$ cat config.mk
export PLATFORM = sky130hd
export DESIGN_NAME = diag_mux_selftest_regs
export DESIGN_NICKNAME = d
export VERILOG_FILES = /design/src/include/diag_regs_pkg.sv /design/src/design/analog_route_decode.sv /design/src/design/diag_mux_selftest_regs.sv
export SDC_FILE = /design/constraint.sdc
export NUM_CORES = 1
export LEC_CHECK = 0
export BUFFER_PORTS_ARGS = -buffer_cell sky130_fd_sc_hd__buf_2
export CAP_MARGIN = 20
export CORE_AREA = 2 2 73 103
export CTS_CLUSTER_DIAMETER = 80
export CTS_CLUSTER_SIZE = 30
export DETAILED_ROUTE_END_ITERATION = 6
export DIE_AREA = 0 0 75 105
export GPL_TIMING_DRIVEN = 0
export PLACE_DENSITY = 0.6
export SYNTH_ARGS = -nofsm -noshare
export SYNTH_HDL_FRONTEND = slang
export SYNTH_HIERARCHICAL = 1
export SYNTH_SLANG_ARGS = --single-unit
$ cat constraint.sdc
create_clock -name clk_i -period 3.3 [get_ports clk_i]
set_clock_uncertainty 0.05 [all_clocks]
set_input_delay 0.66 -clock clk_i [delete_from_list [all_inputs] [get_ports clk_i]]
set_output_delay 0.66 -clock clk_i [all_outputs]
set_load 0.03 [all_outputs]
$ cat src/include/diag_regs_pkg.sv
// package: register addresses, field positions, reset values and mux codes
// assumes: used as diag_regs_pkg::name by the register bank, its route decoder, the checker and the testbench
`default_nettype none
package diag_regs_pkg;
    // ========================================================================
    // register addresses (5-bit)
    localparam logic [4:0] ADDR_ANALOG_MONITOR_SELECT = 5'h0C;
    localparam logic [4:0] ADDR_SELFTEST_STATUS_ZERO = 5'h0D;
    localparam logic [4:0] ADDR_SELFTEST_STATUS_ONE = 5'h0E;
    // ========================================================================
    // word layout
    localparam int WORD_W = 16;
    localparam int ADDR_HI = 15;
    localparam int ADDR_LO = 11;
    localparam int TYPE_BIT = 10;
    localparam int DATA_HI = 8;
    localparam int DATA_LO = 1;
    localparam int PARITY_BIT = 0;
    // 1: write access
    localparam logic TYPE_WRITE = 1'b1;
    // 1: odd parity over the whole word
    localparam logic PARITY_ODD = 1'b1;
    // ========================================================================
    // reset values
    localparam logic [3:0] RST_ANALOG_SELECT = 4'h0;
    localparam logic [6:0] RST_STATUS_ZERO = 7'h00;
    localparam logic [3:0] RST_STATUS_ONE = 4'h0;
    // status zero field positions
    localparam int POS_THERMAL = 6;
    localparam int POS_PREREG_OV = 5;
    localparam int POS_PREREG_UV = 4;
    localparam int POS_CPU_OV = 3;
    localparam int POS_CPU_UV = 2;
    localparam int POS_GENERAL_OV = 1;
    localparam int POS_GENERAL_UV = 0;
    // status one field positions
    localparam int POS_SENSOR_A_OV = 3;
    localparam int POS_SENSOR_A_UV = 2;
    localparam int POS_SENSOR_B_OV = 1;
    localparam int POS_SENSOR_B_UV = 0;
    // ========================================================================
    // analog source codes
    typedef enum logic [3:0] {
        SRC_PREREG_OUTPUT = 4'h0,
        SRC_CPU_RAIL = 4'h1,
        SRC_GENERAL_RAIL = 4'h2,
        SRC_SENSOR_RAIL_A = 4'h3,
        SRC_SENSOR_RAIL_B = 4'h4,
        SRC_IGNITION_INPUT = 4'h5,
        SRC_REFERENCE_A = 4'h6,
        SRC_REFERENCE_B = 4'h7,
        SRC_TEMPERATURE = 4'h8,
        SRC_BATTERY_INPUT = 4'h9,
        SRC_CHARGE_PUMP_A = 4'hA,
        SRC_CHARGE_PUMP_B = 4'hB
    } analog_source_t;
    localparam int NUM_SOURCES = 12;
    // divider codes for the analog scaling stage
    typedef enum logic [2:0] {
        DIV_HALF = 3'h0,
        DIV_EIGHTH = 3'h1,
        DIV_UNITY = 3'h2,
        DIV_NONE = 3'h3,
        DIV_TENTH = 3'h4,
        DIV_TWELFTH = 3'h5,
        DIV_OFF = 3'h7
    } analog_divider_t;
endpackage : diag_regs_pkg
`default_nettype wire
$ cat src/design/analog_route_decode.sv
// analog routing decoder: select code to one-hot source enable and divider
// assumes: code comes from the select register on the same clock
`default_nettype none
module analog_route_decode (
    input wire logic [3:0] code_i, // analog source select
    output logic [11:0] source_enable_o, // one-hot switch enables
    output diag_regs_pkg::analog_divider_t divider_o // scaling to apply
);
    // ========================================================================
    // one-hot: codes 12..15 open every switch
    genvar g;
    generate
        for (g = 0; g < diag_regs_pkg::NUM_SOURCES; g++) begin : g_src
            assign source_enable_o[g] = (code_i == 4'(g));
        end
    endgenerate

    always_comb begin
        case (code_i)
            diag_regs_pkg::SRC_PREREG_OUTPUT,
            diag_regs_pkg::SRC_CPU_RAIL,
            diag_regs_pkg::SRC_GENERAL_RAIL,
            diag_regs_pkg::SRC_SENSOR_RAIL_A,
            diag_regs_pkg::SRC_SENSOR_RAIL_B: begin
                divider_o = diag_regs_pkg::DIV_HALF;
            end
            diag_regs_pkg::SRC_IGNITION_INPUT: begin
                divider_o = diag_regs_pkg::DIV_EIGHTH;
            end
            diag_regs_pkg::SRC_REFERENCE_A,
            diag_regs_pkg::SRC_REFERENCE_B: begin
                divider_o = diag_regs_pkg::DIV_UNITY;
            end
            diag_regs_pkg::SRC_TEMPERATURE: begin
                divider_o = diag_regs_pkg::DIV_NONE;
            end
            diag_regs_pkg::SRC_BATTERY_INPUT: begin
                divider_o = diag_regs_pkg::DIV_TENTH;
            end
            diag_regs_pkg::SRC_CHARGE_PUMP_A,
            diag_regs_pkg::SRC_CHARGE_PUMP_B: begin
                divider_o = diag_regs_pkg::DIV_TWELFTH;
            end
            default: begin
                divider_o = diag_regs_pkg::DIV_OFF;
            end
        endcase
    end
endmodule : analog_route_decode
`default_nettype wire

$ cat src/design/diag_mux_selftest_regs.sv
// diagnostic register bank: analog monitor select and self-test flags
// assumes: the serial frame engine hands over one parallel 16-bit word per
// access with a one-cycle strobe on clk_i; self-test events are one-cycle
// pulses from the sequencer on the same clock
`default_nettype none
module diag_mux_selftest_regs (
    input wire logic clk_i, // 125 MHz clock
    input wire logic resetn_i, // async reset, active low
    input wire logic word_valid_i, // one-cycle strobe: word received
    input wire logic [15:0] word_i, // received access word
    output logic [15:0] reply_o, // answer word for the next frame
    output logic reply_valid_o, // one-cycle pulse: reply updated
    output logic parity_error_o, // one-cycle pulse: word rejected
    input wire logic builtin_selftest_failed_set_i, // pulse: built-in self-test failed
    input wire logic [6:0] status_zero_set_i, // pulses for status zero flags
    input wire logic [3:0] status_one_set_i, // pulses for status one flags
    output logic [3:0] analog_source_select_o, // routed source code
    output logic [11:0] source_enable_o, // one-hot analog switches
    output diag_regs_pkg::analog_divider_t divider_o, // scaling selection
    output logic builtin_selftest_failed_o, // built-in self-test result
    output logic [6:0] status_zero_o, // status zero flags
    output logic [3:0] status_one_o // status one flags
);
    // ========================================================================
    // word decode
    function automatic logic parity_ok(input logic [15:0] w);
        parity_ok = ((^w) == diag_regs_pkg::PARITY_ODD);
    endfunction : parity_ok

    function automatic logic [15:0] make_word(input logic [4:0] a,
                                              input logic [7:0] d);
        logic [15:0] w;
        w = {a, 1'b0, 1'b0, d, 1'b0};
        w[diag_regs_pkg::PARITY_BIT] = (^w) ^ diag_regs_pkg::PARITY_ODD;
        make_word = w;
    endfunction : make_word

    logic [4:0] acc_addr;
    logic acc_write;
    logic [7:0] acc_data;
    logic acc_ok;
    assign acc_addr = word_i[diag_regs_pkg::ADDR_HI:diag_regs_pkg::ADDR_LO];
    assign acc_write = word_i[diag_regs_pkg::TYPE_BIT]
                       == diag_regs_pkg::TYPE_WRITE;
    assign acc_data = word_i[diag_regs_pkg::DATA_HI:diag_regs_pkg::DATA_LO];
    assign acc_ok = word_valid_i && parity_ok(word_i);

    logic wr_select;
    logic wr_zero;
    logic wr_one;
    assign wr_select = acc_ok && acc_write
                       && acc_addr == diag_regs_pkg::ADDR_ANALOG_MONITOR_SELECT;
    assign wr_zero = acc_ok && acc_write
                     && acc_addr == diag_regs_pkg::ADDR_SELFTEST_STATUS_ZERO;
    assign wr_one = acc_ok && acc_write
                    && acc_addr == diag_regs_pkg::ADDR_SELFTEST_STATUS_ONE;

    // ========================================================================
    // analog select register
    logic [3:0] analog_select;
    always_ff @(posedge clk_i or negedge resetn_i) begin
        if (!resetn_i) begin
            analog_select <= diag_regs_pkg::RST_ANALOG_SELECT;
        end else if (wr_select) begin
            analog_select <= acc_data[3:0];
        end
    end
    assign analog_source_select_o = analog_select;

    analog_route_decode u_route (
        .code_i(analog_select),
        .source_enable_o(source_enable_o),
        .divider_o(divider_o)
    );

    // ========================================================================
    // self-test flags: set beats a write-one clear in the same cycle
    logic [6:0] status_zero;
    logic [3:0] status_one;
    logic builtin_selftest_failed;
    always_ff @(posedge clk_i or negedge resetn_i) begin
        if (!resetn_i) begin
            status_zero <= diag_regs_pkg::RST_STATUS_ZERO;
        end else begin
            status_zero <= (status_zero & ~(wr_zero ? acc_data[6:0] : 7'h00))
                           | status_zero_set_i;
        end
    end

    always_ff @(posedge clk_i or negedge resetn_i) begin
        if (!resetn_i) begin
            status_one <= diag_regs_pkg::RST_STATUS_ONE;
        end else begin
            status_one <= (status_one & ~(wr_one ? acc_data[3:0] : 4'h0))
                          | status_one_set_i;
        end
    end

    // no field of its own: cleared with the thermal bit of status zero
    always_ff @(posedge clk_i or negedge resetn_i) begin
        if (!resetn_i) begin
            builtin_selftest_failed <= 1'b0;
        end else if (builtin_selftest_failed_set_i) begin
            builtin_selftest_failed <= 1'b1;
        end else if (wr_zero && acc_data[diag_regs_pkg::POS_THERMAL]) begin
            builtin_selftest_failed <= 1'b0;
        end
    end
    assign status_zero_o = status_zero;
    assign status_one_o = status_one;
    assign builtin_selftest_failed_o = builtin_selftest_failed;

    // ========================================================================
    // reply: register value before the access takes effect
    logic [7:0] read_data;
    always_comb begin
        case (acc_addr)
            diag_regs_pkg::ADDR_ANALOG_MONITOR_SELECT: begin
                read_data = {4'h0, analog_select};
            end
            diag_regs_pkg::ADDR_SELFTEST_STATUS_ZERO: begin
                read_data = {1'b0, status_zero};
            end
            diag_regs_pkg::ADDR_SELFTEST_STATUS_ONE: begin
                read_data = {4'h0, status_one};
            end
            default: begin
                read_data = 8'h00;
            end
        endcase
    end

    always_ff @(posedge clk_i or negedge resetn_i) begin
        if (!resetn_i) begin
            reply_o <= 16'h0000;
            reply_valid_o <= 1'b0;
            parity_error_o <= 1'b0;
        end else begin
            reply_valid_o <= acc_ok;
            parity_error_o <= word_valid_i && !parity_ok(word_i);
            if (acc_ok) begin
                reply_o <= make_word(acc_addr, read_data);
            end
        end
    end
endmodule : diag_mux_selftest_regs
`default_nettype wire

==> impl_results.md, run 1 <==
- Htree depth: 2
- Reg2reg end: reply_o[0]$_DFFE_PN0N_
- Tcrit/Tclk final: 0.776
- Share of the synthesized area in the top cell type: 0.408
- TritonRoute pass-1 iters: 4
- Number of inserted diodes: 0
- Max Fclk: 390 MHz
- Mean post-synth cell area: 11.1 sq um
- Required @ worst endpoint: 3410 ps
- Max Slew Vio Count: 0
- Worst path cell trace: buf_2, xor2_1, xnor3_1, xnor3_2, nand2_2, buf_6, mux2_4
- Die Y-Extent: 105 um
- Final hold slack: 381 ps
- Post-CTS sizing: 0
- Die area: 0.00788 sq mm
- Slew headroom: 0.356
- Maximum VDD drop: 222 uV
- Most common cell in the netlist: dfrtp_1
- Clock tree buffer depth: 2
- Root Buffer: clkbuf_8
- Syn Inst Count: 171
- RSZ-0062 raised after global routing: no
- Synth cell types: 41
- Initial antenna violation count: 0
- Vias in the first global route: 1539
- CP Launch Point: word_i[14]
- CTS sink count: 31
- Actual slew at the worst max-slew pin: 958 ps
- Status: completed
- Num rows: 36
- Commonest cells in the synthesized netlist: dfrtp_1 (31), nor2_1 (13), a21o_1 (12), nor3_1 (12), nand3_1 (11)
- First-iteration detailed-routing DRC count: 31
- Post-CTS Setup Bufs: 0
- Total grt overflow: 0
- Antenna Nets Post-Route: 0
- Post-synth EDFFs: 0
- Worst slack, placed: 442 ps
- Clock-pin slew on the worst setup and hold paths: 60 ps
- Critical Path Fanout Max: 10
- Fillers: 708
- Ranking of synthesized cells by area: dfrtp_1 (41%), xnor3_1 (5.9%), mux2_4 (5.5%)
- Die Wd: 75 um
- Final Setup Violations: 0
- Data arrival, critical path: 2670 ps
- DR WL/cell: 13.8 um
- Synth Warn #: 6
- Worst path depth: 7
- Worst path max stage delay: 490 ps
- Crit-path slowest cell: xnor3_2
- Worst setup SP type: input port
- Critical path class: in2reg
- Synth async-reset ratio: 1.00
- CTS tree: done
- GP Congestion: 0.763
- Hold crit path type: in2async
- Total GRT Usage: 0.127
- Slack of the critical path: 739 ps
- Final min period: 2560 ps
- Port buffer count: 74
- Sequential area share after synthesis: 0.408
- PwrDens: 645 mW/mm^2
- Post-DP HPWL: 3910 um
- Mapped cell area: 0.00190 sq mm
- Reg2reg start: status_zero_o[5]$_DFF_PN0_
- Fin nets: 285
- DRC: 0
- Pin count of the biggest net entering global routing: 32
- CP endpoint kind: flop
- I/O pin cnt: 80
- Total of max-cap violations: 0
- Setup TNS: 0 ps
- Final hold vios: 0
- Worst Path Buf+Inv: 2
- Predominant post-synthesis flop cell: dfrtp_1
- R2R Setup Slk: 1130 ps
- Via-to-Cell Ratio: 4.46
- Initial Util: 0.276
- Synth area leader: dfrtp_1
- CP endpoint: reply_o[4]$_DFFE_PN0N_
- Hold_buf cts: 0
- Family with the most delay on the worst path: XOR/XNOR gates
- Yosys reg bits: 31
- Area grow syn2layout: 31.4%
- Total Wirelength: 4830 um
- R2R cell count: 5
- Layout cells sized above 1: 0.447
- Worst-Skew Late Latency: 280 ps
- Via count: 1560
- Leakage: 1.21 nW
- Core Region: 0.00689 sq mm
- CTS buffer count: 5
- First-pass GRT wire length: 7690 um
-- worst reg2reg max path: cells and delay by family, from the launching register on --
kind	cells	cell delay, ps
compound gates	2	480
xor+xnor	2	860
flops	1	400
mux	1	270
-- layout by cell type, fill, tap and decap left out, types with 2 or more instances in the layout --
cell type  count
nand3_1       11
nor2b_1        2
mux2_4         7
nand2b_4       3
o211ai_1       2
mux2i_1        6
nor3_1        12
clkbuf_8       7
mux2_2         8
a21o_1        12
nand2b_1       2
nor3b_1        2
buf_2         78
conb_1         3
buf_4          3
xnor3_1        5
clkbuf_1       4
xnor2_1       10
buf_6          3
a21oi_1        2
a21bo_2        3
nand4_1        3
dfrtp_1       31
nor2_1        13
nand2_1        6
-- state kept, by name (all words and copies together) (netlist names) --
signal	cells
analog_source_select_o	4
builtin_selftest_failed_o	1
parity_error_o	1
reply_o	13
reply_valid_o	1
status_one_o	4
status_zero_o	7
-- layout make-up --
type,instances,area [sq um],area share
flip-flops and latches,31,776,0.310
clock buffers,8,100,0.0401
plain buffers,13,87.6,0.0351
well taps,95,119,0.0476
multi-input cells,128,1040,0.417
repair buffers,74,370,0.148
inverters,1,3.75,0.00150
-- where the power goes --
group	leakage [nW]	internal, mW	switching, mW
combinational	0.802	0.307	0.476
clock	0.0515	0.190	0.138
sequential	0.352	0.454	0.0458
total	1.21	0.952	0.660
-- cells by family (layout without fill, tap and decap cells) --
logic type      count (synthesis)  after routing  synth area share
flops                          31             31             0.408
other cells                     1              3           0.00197
simple gates                   59             59             0.170
mux                            21             21             0.134
buf+inv                        14             96            0.0480
compound gates                 28             28             0.116
xor+xnor                       17             17             0.122
-- per-stage QoR --
| step | utilization | instance area (sq um) | std cells | power [mW] |
|---|---|---|---|---|
| 5_1_grt | 0.363 | 2500 | 350 | 1.71 |
| 4_1_cts | 0.363 | 2500 | 350 | 1.63 |
| 6_report | 0.363 | 2500 | 350 | 1.61 |
| 3_5_place_dp | 0.348 | 2400 | 342 | 1.30 |
| 3_3_place_gp | 0.348 | 2400 | 342 | 1.29 |
| 2_1_floorplan | - | 1910 | 173 | 1.09 |
-- worst min path at each step --
| stage | to | slack [ps] | cells past startpoint |
|---|---|---|---|
| finish | analog_source_select_o[0]$_DFFE_PN0P_ | 380 | 1 |
| global route | analog_source_select_o[0]$_DFFE_PN0P_ | 440 | 1 |
| CTS | analog_source_select_o[0]$_DFFE_PN0P_ | 400 | 1 |
| detailed placement | builtin_selftest_failed_o$_DFFE_PN0P_ | 410 | 1 |
| global placement | builtin_selftest_failed_o$_DFFE_PN0P_ | 410 | 1 |
| floorplan | analog_source_select_o[0]$_DFFE_PN0P_ | 310 | 0 |
-- per-layer routing --
layer,vias up,track usage,routed length [um]
met2,40,0.217,2570
met3,6,0.0328,236
met4,0,0.0230,38
li1,780,-,-
met5,-,0,0
met1,734,0.158,1980
No activity file was read; power rests on OpenSTA's default activity.
==> run 2, diff against run 1 <==
ABC_AREA = 1   (was unset)
CORE_AREA = 2 2 78 110   (was 2 2 73 103)
DIE_AREA = 0 0 80 112   (was 0 0 75 105)
PLACE_DENSITY = 0.58   (was 0.6)
clock period = 2.62 ns   (was 3.3 ns; I/O delays follow)
==> impl_results.md, run 2 <==
- Most common cell in the netlist: nand2_1
- PwrDens: 589 mW/mm^2 (-8.6%)
- Post-CTS sizing: 0 (unchanged)
- Share of the synthesized area in the top cell type: 0.356 (-0.0518)
- Vias in the first global route: 2111 (+37%)
- Leakage: 1.70 nW (+41%)
- Predominant post-synthesis flop cell: dfrtp_1
- Commonest cells in the synthesized netlist: nand2_1 (142), inv_1 (42), dfrtp_1 (31)
- DRC: 0 (unchanged)
- Post-CTS Setup Bufs: 0 (unchanged)
- DR WL/cell: 11.1 um (-20%)
- Total Wirelength: 5750 um (+19%)
- Commonest non-fill, non-tap cell in the layout: nand2_1
- Final Cell Area: 0.00282 sq mm (+13%)
- First-pass GRT wire length: 9670 um (+26%)
- Clock tree buffer depth: 2 (unchanged)
- Post-DP HPWL: 4770 um (+22%)
- Num rows: 39 (+8.3%)
- DP Area: 0.00268 sq mm (+12%)
- Slack of the critical path: 718 ps (-20.7 ps)
- Core Region: 0.00800 sq mm (+16%)
- Die Y-Extent: 112 um (+6.7%)
- Post-synth EDFFs: 0 (unchanged)
- Fin nets: 448 (+57%)
- Critical path class: reg2out
- Port buffer count: 73 (-1.4%)
- Actual slew at the worst max-slew pin: 704 ps (-255 ps)
- First-iteration detailed-routing DRC count: 70 (+130%)
- Data arrival, critical path: 1330 ps (-1340 ps)
- Antenna Nets Post-Route: 0 (unchanged)
- Area grow syn2layout: 29.3%
- Worst setup SP type: flop
- GP Congestion: 0.821 (+7.5%)
- Htree depth: 2 (unchanged)
- TritonRoute pass-1 iters: 6 (+2)
- Most frequent cells in the layout: nand2_1 (142), buf_2 (74), inv_1 (42)
- CP endpoint kind: output pin
- Initial Util: 0.272 (-0.00376)
- Syn Inst Count: 335 (+96%)
- Maximum VDD drop: 235 uV (+6.1%)
- Via count: 2220 (+42%)
- Synth async-reset ratio: 1.00 (unchanged)
- Final min period: 1900 ps
- Pin count of the biggest net entering global routing: 32 (unchanged)
- Largest register FFs: 13 (unchanged)
- Status: completed
- Setup TNS: 0 ps (unchanged)
- Initial antenna violation count: 0 (unchanged)
- Root Buffer: clkbuf_16
- Clock-pin slew on the worst setup and hold paths: 50 ps (about the same)
- I/O pin cnt: 80 (unchanged)
- Slew headroom: 0.531 (+0.175)
- Layout Cells excl Fill: 520 (+49%)
- Mean post-synth cell area: 6.50 sq um (-42%)
- Placed cell count: 512 (+50%)
- Die area: 0.00896 sq mm (+14%)
- Hold_buf cts: 0 (unchanged)
- Max Fclk: 526 MHz
- CTS sink count: 31 (unchanged)
- RSZ-0062 raised after global routing: no
- CTS buffer count: 5 (unchanged)
- Number of inserted diodes: 0 (unchanged)
- Ranking of synthesized cells by area: dfrtp_1 (36%), nand2_1 (24%), inv_1 (7.2%)
- Total GRT Usage: 0.137 (+0.0101)
- Yosys reg bits: 31 (unchanged)
- Max Slew Vio Count: 0 (unchanged)
- Synth cell types: 27 (-34%)
- Tot Pwr: 1.66 mW (+3.0%)
- Total grt overflow: 0 (unchanged)
- Layout cells sized above 1: 0.294 (-0.153)
- R2R cell count: 10 (+5)
- Synth Warn #: 6 (unchanged)
- Critical Path Fanout Max: 7 (-3)
- Reg2reg start: analog_source_select_o[0]$_DFFE_PN0P_
- Hold crit path type: in2async
- R2R Setup Slk: 1070 ps (-60 ps)
- Worst slack, placed: 480 ps (+37.9 ps)
- Required @ worst endpoint: 2050 ps (-1360 ps)
- Final Setup Violations: 0 (unchanged)
- Reg2reg end: reply_o[0]$_DFFE_PN0N_
- CTS tree: done
- Synth area leader: dfrtp_1
- Die Wd: 80 um (+6.7%)
- Final hold vios: 0 (unchanged)
- Tcrit/Tclk final: 0.726
- Worst-Skew Late Latency: 270 ps (about the same)
- Total of max-cap violations: 0 (unchanged)
- Final hold slack: 251 ps (-131 ps)
- Sequential area share after synthesis: 0.356 (-0.0518)
- Most flop-heavy register: reply_o
- Mapped cell area: 0.00218 sq mm (+15%)
- Via-to-Cell Ratio: 4.27 (-4.2%)
- Utilization after layout: 0.352 (-0.0106)
run 2: report_power, final:
part	internal [mW]	switching, mW
Sequential	0.529	0.0403
Combinational	0.171	0.383
Clock	0.350	0.186
Total	1.05	0.610
run 2: layout make-up:
cell class,instances,area [sq um]
fill,900,5190
clock inverter,1,5.00
multi-input combinational,243,1120
tap,102,128
timing repair buffer,73,365
clock buffer,7,133
inverter,53,201
buffer,10,83.8
sequential,31,776
run 2: worst max-delay path: stages (launching register included):
cell and delay, ps:
dfrtp_1 470, inv_1 140, nand2_1 120, nor2_1 130, buf_2 200
run 2: kinds of logic (layout without fill, tap and decap cells):
group | Yosys count | in the layout | synth area share
AOI/OAI and AO/OA | 18 | 18 | 0.0580
xor gates and xnor gates | 6 | 6 | 0.0241
buffers and inverters | 63 | 144 | 0.131
DFF | 31 | 31 | 0.356
and+or+nand+nor | 216 | 216 | 0.429
other | 1 | 3 | 0.00172
run 2: metal layers:
metal	track usage	vias up	wire, um
met1	0.154	996	2340
met2	0.247	42	3070
li1	-	1174	-
met5	0	-	0
met3	0.0292	8	235
met4	0.0497	0	109
run 2: how the worst max path moves through the flow:
| stage | from | endpoint | cells after the start |
|---|---|---|---|
| finish | analog_source_select_o[3]$_DFFE_PN0P_ | source_enable_o[6] | 4 |
| global route | word_i[3] | status_one_o[2]$_DFF_PN0_ | 16 |
| CTS | analog_source_select_o[3]$_DFFE_PN0P_ | source_enable_o[6] | 4 |
| detailed placement | word_i[10] | status_one_o[2]$_DFF_PN0_ | 15 |
| global placement | word_i[11] | status_one_o[2]$_DFF_PN0_ | 16 |
| floorplan | word_i[10] | reply_o[3]$_DFFE_PN0N_ | 16 |
==> run 3, diff against run 2 <==
PLACE_DENSITY = 0.6   (was 0.58)
clock period = 1.7 ns   (was 2.62 ns; I/O delays follow)
==> impl_results.md, run 3 (synthesis gave the netlist of run 2 again) <==
- Leakage: 1.79 nW (+5.6%)
- Area grow syn2layout: 41.1%
- TritonRoute pass-1 iters: 5 (-1)
- Layout Cells excl Fill: 527 (+1.3%)
- Clock tree buffer depth: 2 (unchanged)
- I/O pin cnt: 80 (unchanged)
- Data arrival, critical path: 1240 ps (-90 ps)
- Htree depth: 2 (unchanged)
- Critical path class: reg2out
- CTS sink count: 31 (unchanged)
- Port buffer count: 73 (unchanged)
- First-iteration detailed-routing DRC count: 88 (+26%)
- Initial Util: 0.272 (unchanged)
- Antenna Nets Post-Route: 0 (unchanged)
- Placed cell count: 512 (unchanged)
- Layout cells sized above 1: 0.388 (+0.0940)
- Status: completed
- Vias in the first global route: 2035 (-3.6%)
- Via-to-Cell Ratio: 4.30 (+0.72%)
- DRC: 0 (unchanged)
- Die area: 0.00896 sq mm (unchanged)
- CTS tree: done
- Root Buffer: clkbuf_16
- Final min period: 1630 ps
- Slew headroom: 0.543 (+0.0120)
- Num rows: 39 (unchanged)
- Clock-pin slew on the worst setup and hold paths: 50 ps (about the same)
- Actual slew at the worst max-slew pin: 686 ps (-18.0 ps)
- Required @ worst endpoint: 1310 ps (-740 ps)
- Most flop-heavy register: reply_o
- Number of inserted diodes: 0 (unchanged)
- DR WL/cell: 11.2 um (+1.4%)
- Utilization after layout: 0.384 (+0.0321)
- Total of max-cap violations: 0 (unchanged)
- Maximum VDD drop: 399 uV (+70%)
- DP Area: 0.00269 sq mm (+0.28%)
- Commonest non-fill, non-tap cell in the layout: nand2_1
- PwrDens: 864 mW/mm^2 (+47%)
- Post-DP HPWL: 4690 um (-1.6%)
- CTS buffer count: 5 (unchanged)
- Hold crit path type: in2async
- Worst-Skew Late Latency: 280 ps (about the same)
- Fin nets: 457 (+2.0%)
- Critical Path Fanout Max: 8 (+1)
- Final hold slack: 54.7 ps (-196 ps)
- Final hold vios: 0 (unchanged)
- GP Congestion: 0.821 (about the same)
- Pin count of the biggest net entering global routing: 32 (unchanged)
- Worst setup SP type: flop
- Tot Pwr: 2.66 mW (+60%)
- Die Y-Extent: 112 um (unchanged)
- Core Region: 0.00800 sq mm (unchanged)
- Die Wd: 80 um (unchanged)
- Max Fclk: 613 MHz
- First-pass GRT wire length: 9360 um (-3.2%)
- Via count: 2266 (+2.1%)
- Total Wirelength: 5910 um (+2.8%)
- Final Setup Violations: 0 (unchanged)
- Final Cell Area: 0.00307 sq mm (+9.1%)
- Largest register FFs: 13 (unchanged)
- Most frequent cells in the layout: nand2_1 (127), buf_2 (61), inv_1 (33)
- Tcrit/Tclk final: 0.959
- Initial antenna violation count: 0 (unchanged)
- Max Slew Vio Count: 0 (unchanged)
- CP endpoint kind: output pin
- Hold_buf cts: 0 (unchanged)
- Total GRT Usage: 0.132 (-0.00475)
- Total grt overflow: 0 (unchanged)
- Fillers: 861 (-4.3%)
## run 3: changes by cell type in the layout (fill, tap and decap cells not counted), sizes merged
cell,change
buf,+5
clkbuf,+3
inv,-1
## run 3: final cells by class
type	instances	area, sq um	area share
Multi-Input combinational cell	243	1220	0.396
Sequential cell	31	781	0.254
Timing Repair Buffer	82	499	0.162
Inverter	53	216	0.0704
Clock buffer	6	129	0.0419
Tap cell	102	128	0.0415
Buffer	10	103	0.0334
## run 3: final timing paths
kind / from / to / slack, ps / cells past startpoint
min: resetn_i / status_zero_o[5]$_DFF_PN0_ / 50 / 1
min reg2reg: reply_o[6]$_DFFE_PN0N_ / reply_o[6]$_DFFE_PN0N_ / 410 / 2
max reg2reg: analog_source_select_o[0]$_DFFE_PN0P_ / reply_o[0]$_DFFE_PN0N_ / 230 / 10
max in group asynchronous: resetn_i / analog_source_select_o[2]$_DFFE_PN0P_ / 1060 / 1
max: analog_source_select_o[1]$_DFFE_PN0P_ / divider_o[1] / 70 / 4
min in group clk_i: builtin_selftest_failed_set_i / builtin_selftest_failed_o$_DFFE_PN0P_ / 200 / 3
## run 3: worst max-delay path, stage by stage (launching register included)
cell     delay (ps)
dfrtp_2         480
nor2_4          160
nor2_1           50
nor2_1           80
buf_2           200
## run 3: routing by layer
| metal | routed length, um | track usage |
|---|---|---|
| met4 | 79 | 0.0463 |
| met5 | 0 | 0 |
| met3 | 341 | 0.0340 |
| met1 | 2290 | 0.148 |
| met2 | 3200 | 0.236 |
## run 3: stage by stage
stage	setup TNS, ps	setup slack, ps
2_1_floorplan	-24.7	-7.66
3_3_place_gp	-3780	-210
3_5_place_dp	-4630	-242
4_1_cts	0	9.07
5_1_grt	-16.8	-16.8
6_report	0	69.2
## run 3: power by group
group / internal (mW) / total [mW] / switching [mW]
logic: 0.341 / 0.976 / 0.635
clock network: 0.523 / 0.802 / 0.279
registers: 0.819 / 0.878 / 0.0589
## run 3: repair_timing
item | in CTS | in global routing
setup buffers | 0 | 9
resized for setup | 1 | 66
pin swaps | 0 | 28
endpoints found under the setup margin | 2 | 39
